<file path="src/include/uenm_pkg.sv">
// package for the endpoint-0 control and nak-mask block
// assumes a single 250 mhz controller clock and a 32-bit avalon-mm register port
package uenm_pkg;

    // ------------------------------------------------------------
    // register map (word-aligned byte offsets)
    // ------------------------------------------------------------
    localparam logic [4:0] OFS_NAK_FLAGS   = 5'h00;
    localparam logic [4:0] OFS_NAK_MASK    = 5'h04;
    localparam logic [4:0] OFS_EP0_PKTSIZE = 5'h08;
    localparam logic [4:0] OFS_EP0_STATE   = 5'h0c;
    localparam logic [4:0] OFS_COMMAND     = 5'h10;

    // ------------------------------------------------------------
    // field positions and reset values
    // ------------------------------------------------------------
    localparam int NAK_EP_LO      = 1;      // endpoints 1..7 in bits 7:1
    localparam int NAK_EP_HI      = 7;
    localparam int MAXPKT_HI      = 6;      // max packet size in bits 6:0
    localparam int ZLP_PEND_BIT   = 15;
    localparam int BUF_VALID_BIT  = 12;
    localparam int WR_LOCK_BIT    = 15;
    localparam int TOGGLE_LO      = 12;     // toggle in bits 13:12
    localparam int STATE_LO       = 9;      // state in bits 11:9
    localparam logic [7:0] NAK_MASK_RST  = 8'h00;
    localparam logic [6:0] MAXPKT_RST    = 7'h00;
    localparam logic [1:0] TOGGLE_RST    = 2'h0;

    // ------------------------------------------------------------
    // command codes written to the command register, bits 7:0
    // ------------------------------------------------------------
    localparam logic [7:0] CMD_ZERO_LEN_SEND = 8'h01;
    localparam logic [7:0] CMD_SETUP_ACK     = 8'h02;

    // endpoint-0 transfer state
    typedef enum logic [2:0] {
        EP0_READY = 3'b000,
        EP0_BUSY  = 3'b001,
        EP0_ERROR = 3'b010,
        EP0_STALL = 3'b011
    } uenm_ep0_state_type;

    // one-cycle event pulses from the packet engine, same clock
    typedef struct packed {
        logic       setup_token;   // setup token received
        logic [7:0] nak_ep;        // nak sent, one bit per endpoint (bit 0 unused)
        logic       zlp_sent;      // endpoint-0 zero-length packet went out
        logic       buf_fill;      // endpoint-0 buffer now holds valid data
        logic       buf_drain;     // endpoint-0 buffer emptied
        logic       data_ack;      // endpoint-0 data phase completed, flips toggle
        logic       status_nak;    // nak returned in the status stage
        logic       crc_or_tmo;    // crc error on receive or timeout after transmit
        logic       over_len;      // host asked for more than the request length
    } uenm_link_ev_type;

endpackage

</file>
<file path="src/hw/uenm_ep0_ctrl.sv">
// endpoint-0 control/status and nak interrupt masking with avalon-mm slave
// assumes the packet engine shares sys_clk and drives one-cycle event pulses
`timescale 1ns/100ps
module uenm_ep0_ctrl
    import uenm_pkg::*;
(
    // clock and reset
    input  wire logic             sys_clk,
    input  wire logic             nrst,
    // avalon-mm slave
    input  wire logic [4:0]       avs_address,
    input  wire logic             avs_read,
    input  wire logic             avs_write,
    input  wire logic [31:0]      avs_writedata,
    input  wire logic [3:0]       avs_byteenable,
    output logic [31:0]           avs_readdata,
    output logic                  avs_waitrequest,
    // packet engine events
    input  wire uenm_link_ev_type link_ev,
    // to packet engine and interrupt controller
    output logic                  nak_irq,
    output logic [6:0]            ep0_max_pkt,
    output logic                  zero_len_send_pending,
    output logic                  ep0_wr_allow,
    output logic                  ep0_toggle
);

    // ------------------------------------------------------------
    // reset release
    // ------------------------------------------------------------
    logic rst_s1_q;
    logic rst_n;

    // async assert, two-flop release keeps recovery clean
    always_ff @(posedge sys_clk or negedge nrst) begin
        if (!nrst) begin
            rst_s1_q <= 1'b0;
            rst_n    <= 1'b0;
        end else begin
            rst_s1_q <= 1'b1;
            rst_n    <= rst_s1_q;
        end
    end

    // ------------------------------------------------------------
    // bus slave
    // ------------------------------------------------------------
    logic        wait_q;
    logic [31:0] rdata_q;
    logic        wr_take;
    logic        lo_byte;
    logic [7:0]  nak_flags;
    logic [7:0]  nak_mask_q;
    logic [6:0]  max_pkt_q;
    logic        zlp_q;
    logic        dset_q;
    logic        lock_q;
    logic        allow_q;
    logic [1:0]  toggle_q;
    uenm_ep0_state_type state_q;
    logic        nak_irq_q;
    logic [31:0] rd_mux;

    // a write lands at the edge where the master sees waitrequest low
    assign wr_take = avs_write && !wait_q;
    assign lo_byte = avs_byteenable[0];

    // read mux; unmapped offsets return zero
    always_comb begin
        rd_mux = 32'h0000_0000;
        case (avs_address)
            OFS_NAK_FLAGS: begin
                rd_mux[7:0] = nak_flags;
            end
            OFS_NAK_MASK: begin
                rd_mux[7:0] = nak_mask_q;
            end
            OFS_EP0_PKTSIZE: begin
                rd_mux[ZLP_PEND_BIT]       = zlp_q;
                rd_mux[BUF_VALID_BIT]      = dset_q;
                rd_mux[MAXPKT_HI:0]        = max_pkt_q;
            end
            OFS_EP0_STATE: begin
                rd_mux[WR_LOCK_BIT]        = lock_q;
                rd_mux[TOGGLE_LO+:2]       = toggle_q;
                rd_mux[STATE_LO+:3]        = state_q;
            end
            default: begin
                rd_mux = 32'h0000_0000;
            end
        endcase
    end

    // one wait cycle per request, then a single ready cycle
    always_ff @(posedge sys_clk or negedge rst_n) begin
        if (!rst_n) begin
            wait_q  <= 1'b1;
            rdata_q <= 32'h0000_0000;
        end else if ((avs_read || avs_write) && wait_q) begin
            wait_q  <= 1'b0;
            rdata_q <= rd_mux;
        end else begin
            wait_q  <= 1'b1;
        end
    end

    // ------------------------------------------------------------
    // nak flags, mask and interrupt
    // ------------------------------------------------------------
    logic [7:0] flag_clr;
    logic       cmd_wr;

    assign flag_clr = (wr_take && lo_byte && avs_address == OFS_NAK_FLAGS)
                    ? avs_writedata[7:0] : 8'h00;
    assign cmd_wr   = wr_take && lo_byte && avs_address == OFS_COMMAND;

    uenm_flag_bank u_flags (
        .clk      (sys_clk),
        .rst_n    (rst_n),
        .set_bits (link_ev.nak_ep),
        .clr_bits (flag_clr),
        .flags    (nak_flags)
    );

    always_ff @(posedge sys_clk or negedge rst_n) begin
        if (!rst_n) begin
            nak_mask_q <= NAK_MASK_RST;
        end else if (wr_take && lo_byte && avs_address == OFS_NAK_MASK) begin
            nak_mask_q <= {avs_writedata[7:1], 1'b0};
        end
    end

    always_ff @(posedge sys_clk or negedge rst_n) begin
        if (!rst_n) begin
            nak_irq_q <= 1'b0;
        end else begin
            nak_irq_q <= |(nak_flags & ~nak_mask_q);
        end
    end

    // ------------------------------------------------------------
    // endpoint-0 packet size register
    // ------------------------------------------------------------
    // max packet size field
    always_ff @(posedge sys_clk or negedge rst_n) begin
        if (!rst_n) begin
            max_pkt_q <= MAXPKT_RST;
        end else if (wr_take && lo_byte && avs_address == OFS_EP0_PKTSIZE) begin
            max_pkt_q <= avs_writedata[MAXPKT_HI:0];
        end
    end

    always_ff @(posedge sys_clk or negedge rst_n) begin
        if (!rst_n) begin
            zlp_q <= 1'b0;
        end else if (cmd_wr && avs_writedata[7:0] == CMD_ZERO_LEN_SEND) begin
            zlp_q <= 1'b1;
        end else if (link_ev.zlp_sent) begin
            zlp_q <= 1'b0;
        end
    end

    always_ff @(posedge sys_clk or negedge rst_n) begin
        if (!rst_n) begin
            dset_q <= 1'b0;
        end else if (link_ev.setup_token || link_ev.buf_drain) begin
            dset_q <= 1'b0;
        end else if (link_ev.buf_fill) begin
            dset_q <= 1'b1;
        end
    end

    // ------------------------------------------------------------
    // endpoint-0 status word
    // ------------------------------------------------------------
    // setup lock; a setup in the ack cycle keeps it set
    // allow_q is a flop of its own so the write-allow pin needs no gate
    always_ff @(posedge sys_clk or negedge rst_n) begin
        if (!rst_n) begin
            lock_q  <= 1'b0;
            allow_q <= 1'b1;
        end else if (link_ev.setup_token) begin
            lock_q  <= 1'b1;
            allow_q <= 1'b0;
        end else if (cmd_wr && avs_writedata[7:0] == CMD_SETUP_ACK) begin
            lock_q  <= 1'b0;
            allow_q <= 1'b1;
        end
    end

    // toggle: setup restarts at data0, each data phase flips it
    always_ff @(posedge sys_clk or negedge rst_n) begin
        if (!rst_n) begin
            toggle_q <= TOGGLE_RST;
        end else if (link_ev.setup_token) begin
            toggle_q <= TOGGLE_RST;
        end else if (link_ev.data_ack) begin
            toggle_q <= {1'b0, ~toggle_q[0]};   // reserved codes never produced
        end
    end

    always_ff @(posedge sys_clk or negedge rst_n) begin
        if (!rst_n) begin
            state_q <= EP0_READY;
        end else if (link_ev.setup_token) begin
            state_q <= EP0_READY;
        end else if (link_ev.over_len) begin
            state_q <= EP0_STALL;
        end else if (link_ev.crc_or_tmo) begin
            state_q <= EP0_ERROR;
        end else if (link_ev.status_nak) begin
            state_q <= EP0_BUSY;
        end
    end

    // ------------------------------------------------------------
    // outputs
    // ------------------------------------------------------------
    assign avs_readdata          = rdata_q;
    assign avs_waitrequest       = wait_q;
    assign nak_irq               = nak_irq_q;
    assign ep0_max_pkt           = max_pkt_q;
    assign zero_len_send_pending = zlp_q;
    assign ep0_wr_allow          = allow_q;
    assign ep0_toggle            = toggle_q[0];

    // ------------------------------------------------------------
    // checks
    // ------------------------------------------------------------
    logic [7:0] nak_ev_w;
    assign nak_ev_w = link_ev.nak_ep & 8'hfe;

    a_irq_blocked: assert property (@(posedge sys_clk) disable iff (!rst_n)
        ((nak_flags & ~nak_mask_q) == 8'h00) |=> !nak_irq_q)
        else $error("nak irq raised by masked or absent flag");

    a_irq_forward: assert property (@(posedge sys_clk) disable iff (!rst_n)
        (|(nak_flags & ~nak_mask_q)) |=> nak_irq_q)
        else $error("unmasked nak flag did not raise irq");

    a_flag_masked_set: assert property (@(posedge sys_clk) disable iff (!rst_n)
        (nak_ev_w != 8'h00) |=> ((nak_flags & $past(nak_ev_w)) == $past(nak_ev_w)))
        else $error("nak flag not set after nak sent");

    a_zlp_cmd_set: assert property (@(posedge sys_clk) disable iff (!rst_n)
        (cmd_wr && avs_writedata[7:0] == CMD_ZERO_LEN_SEND) |=> zlp_q)
        else $error("zero-length pending not set by command");

    a_zlp_sent_clr: assert property (@(posedge sys_clk) disable iff (!rst_n)
        (link_ev.zlp_sent && !cmd_wr) |=> !zlp_q)
        else $error("zero-length pending not cleared after send");

    a_setup_dset_clr: assert property (@(posedge sys_clk) disable iff (!rst_n)
        link_ev.setup_token |=> !dset_q)
        else $error("buffer valid survived setup");

    a_setup_lock_set: assert property (@(posedge sys_clk) disable iff (!rst_n)
        link_ev.setup_token |=> (lock_q && !ep0_wr_allow && toggle_q == 2'b00))
        else $error("setup did not lock buffer writes");

    a_setup_state_rdy: assert property (@(posedge sys_clk) disable iff (!rst_n)
        link_ev.setup_token |=> (state_q == EP0_READY))
        else $error("setup did not return state to ready");

    a_maxpkt_write: assert property (@(posedge sys_clk) disable iff (!rst_n)
        (wr_take && lo_byte && avs_address == OFS_EP0_PKTSIZE)
        |=> (ep0_max_pkt == $past(avs_writedata[6:0])))
        else $error("max packet size write lost");

endmodule

</file>
<file path="src/hw/uenm_flag_bank.sv">
// sticky nak-sent flags for endpoints 1..7
// assumes set and clear pulses arrive on the same clock; set beats clear
`timescale 1ns/100ps
module uenm_flag_bank
    import uenm_pkg::*;
(
    // clock and reset
    input  wire logic       clk,
    input  wire logic       rst_n,
    // set and clear strobes
    input  wire logic [7:0] set_bits,
    input  wire logic [7:0] clr_bits,
    // flag state
    output logic [7:0]      flags
);

    // ------------------------------------------------------------
    // one sticky flop per endpoint 1..7
    // ------------------------------------------------------------
    assign flags[0] = 1'b0;     // endpoint 0 has no flag here

    for (genvar i = NAK_EP_LO; i <= NAK_EP_HI; i++) begin : g_flag
        logic flag_q;
        always_ff @(posedge clk or negedge rst_n) begin
            if (!rst_n) begin
                flag_q <= 1'b0;
            end else if (set_bits[i]) begin
                flag_q <= 1'b1;     // a nak in the clear cycle is not lost
            end else if (clr_bits[i]) begin
                flag_q <= 1'b0;
            end
        end
        assign flags[i] = flag_q;
    end

endmodule

</file>
<file path="config.mk">
export PLATFORM = sky130hd
export DESIGN_NAME = uenm_ep0_ctrl
export DESIGN_NICKNAME = d
export VERILOG_FILES = /design/src/include/uenm_pkg.sv /design/src/hw/uenm_ep0_ctrl.sv /design/src/hw/uenm_flag_bank.sv
export SDC_FILE = /design/constraint.sdc
export NUM_CORES = 1
export LEC_CHECK = 0
export ABC_AREA = 0
export BUFFER_PORTS_ARGS = -buffer_cell sky130_fd_sc_hd__buf_2
export CORE_MARGIN = 5
export CORE_UTILIZATION = 50
export CTS_CLUSTER_SIZE = 14
export DETAILED_ROUTE_END_ITERATION = 10
export PLACE_DENSITY_LB_ADDON = 0.05
export SETUP_SLACK_MARGIN = 0.1
export SLEW_MARGIN = 20
export SYNTH_ARGS = -nofsm -noshare
export SYNTH_HDL_FRONTEND = slang
export SYNTH_HIERARCHICAL = 1
export SYNTH_SLANG_ARGS = --single-unit
</file>
<file path="constraint.sdc">
create_clock -name sys_clk -period 2.63 [get_ports sys_clk]
set_input_delay 0.263 -clock sys_clk [delete_from_list [all_inputs] [get_ports sys_clk]]
set_output_delay 0.263 -clock sys_clk [all_outputs]
set_load 0.005 [all_outputs]
</file>
==> reports/qor.txt <==
Status - completed
Starting Density - 0.515
Row Count - 24
Crit. End Element - flip-flop
Area Growth Syn to Fin - 13.0%
R2R cell count - 3
Reg-to-reg startpoint - avs_waitrequest
Clock Power Share - 0.329
Sw Share - 0.246
Drt wl/cell - 15.1 µm
Diode count - 0
Least-Margin Pin Slew - 0.927 ns
RSZ-0062 raised after global routing - no
Yosys warns - 6
Gr usage total - 0.162
Worst hold-check path type - in -> reg
Sequential Power Share - 0.561
Core box area - 4320 µm²
Number of global-route vias before repair - 1575
Syn Inst Count - 205
CP Class - in -> reg
WL final - 4670 µm
Mapped cell area - 2230 µm²
Lkg Pwr - 1.28 nW
Reg-to-reg slack, setup - 1.06 ns
Ports - 105
CTS tree - built
Largest net degree at the start of global routing - 43
Int Pwr - 992 µW
Total Power - 1.32 mW
Setup_tns - 0 ns
Maximum VDD drop - 0.000315 V
Worst path cell trace - buf_2, or4_4, or3_1, mux2_4
First-pass GRT wire length - 7700 µm
Initial antenna violation count - 0
Max-slew violations - 0
Setup crit end - nak_mask_q[1]
H-Tree Depth - 2
P_sw - 324 µW
Layout cells sized above 1 - 0.335
Nets - 317
Crit path largest cell delay - 0.58 ns
Max_slew headroom - 0.382
Combinational fraction of design power - 0.110
First drt pass iteration count - 4
Clock sink count - 44
Worst path slowest cell - or3_1
DR vias - 1566
RePlAce Congestion - 0.751
Crit path DAT - 1.90 ns
Avg Synthesized Cell Area - 10.9 µm²
Clock Latency Late Sink - 0.29 ns
Clk_skew - 0.00640 ns
Clock slew at reported path FFs - 0.08 ns
Worst Path Max Fanout - 7
Buffers on Ports - 56
Total CTS buffers - 5
Maxcap violations - 0
Root Buffer - clkbuf_8
Reg2reg end - nak_mask_q[1]
Vias per cell - 5.07
Final setup viols - 0
Power density over cell area - 523 nW/µm²
Drt initial violations - 91
Required @ worst endpoint - 2.82 ns
Chip width - 76.7 µm
Die area - 5890 µm²
DRC - 0
CTS hold repair buffers - 1
Final period util - 0.653
Final hold vios - 0
Post-CTS setup buffer count - 0
Post-DP HPWL - 3520 µm
Type of origin of the critical path - input port
Final min period - 1.72 ns
Die H - 76.7 µm
CTS resizes - 0
Fmax - 0.582 GHz
Max clock buf depth - 2
GRT overflow - 0
Antenna Nets Post-Route - 0
Crit path from - avs_address[1]
==> layout by cell type, fill, tap and decap left out, drive strengths merged, types with 2 or more instances in the layout <==
cell / count
o21ai: 7
nor4: 2
nor3: 2
o32ai: 2
o31ai: 2
dfrtp: 42
clkbuf: 8
mux2: 17
buf: 58
inv: 15
a32oi: 3
nand3: 2
nand2b: 3
a22o: 3
nor2: 5
nand4: 2
nor2b: 4
nand2: 14
o22ai: 3
conb: 22
a21o: 7
dfstp: 2
and3: 8
a21oi: 4
or4: 2
mux2i: 7
==> per-layer routing <==
metal	GRT usage	wire length [µm]	up-vias
met5	0	0	-
met2	0.261	2320	52
met3	0.0492	295	9
met4	0.0524	70	0
met1	0.208	1980	746
li1	-	-	759
==> power groups by stage <==
stage          registers (mW)  clock network [mW]  logic, mW
2_1_floorplan           0.745                   0      0.104
3_3_place_gp            0.752                   0      0.143
3_5_place_dp            0.753                   0      0.144
4_1_cts                 0.740               0.445      0.146
5_1_grt                 0.747               0.483      0.163
6_report                0.738               0.432      0.145
==> through the flow <==
step / cell area (µm²) / cells / setup slack, ns / util / hold slack (ns)
3_3_place_gp: 2420 / 300 / 0.602 / 0.559 / 0.0492
6_report: 2520 / 309 / 0.913 / 0.582 / 0.108
5_1_grt: 2520 / 309 / 0.891 / 0.582 / 0.0951
4_1_cts: 2520 / 309 / 0.910 / 0.582 / 0.106
2_1_floorplan: 2300 / 224 / 0.860 / - / -0.0326
3_5_place_dp: 2420 / 300 / 0.596 / 0.559 / 0.0507
==> cell type report <==
cell class	instances	area (µm²)
timing repair buffer	59	305
fill	393	1810
clock buffer	8	90.1
multi-input combinational	131	895
tap	52	65.1
sequential	44	1100
inverter	15	56.3
==> worst max-delay path: cells and delay by family <==
family / cells / cell delay, ns
and+or+nand+nor: 2 / 1.15
muxes: 1 / 0.37
buffers and inverters: 1 / 0.12
==> worst min path at each step <==
stage,from,to,depth (start not counted)
global route,link_ev[4],dset_q,2
floorplan,nrst,rst_n,0
finish,link_ev[4],dset_q,2
detailed placement,nrst,rst_s1_q,1
global placement,nrst,rst_s1_q,1
CTS,link_ev[4],dset_q,2
==> state kept, by name (all words and copies together), names as in the netlist, 2 cells and up <==
signal,count
state_q,2
nak_mask_q,7
ep0_max_pkt,7
u_flags/g_flag.flag_q,7
avs_readdata,12
Power figures use the tool's default switching activity.
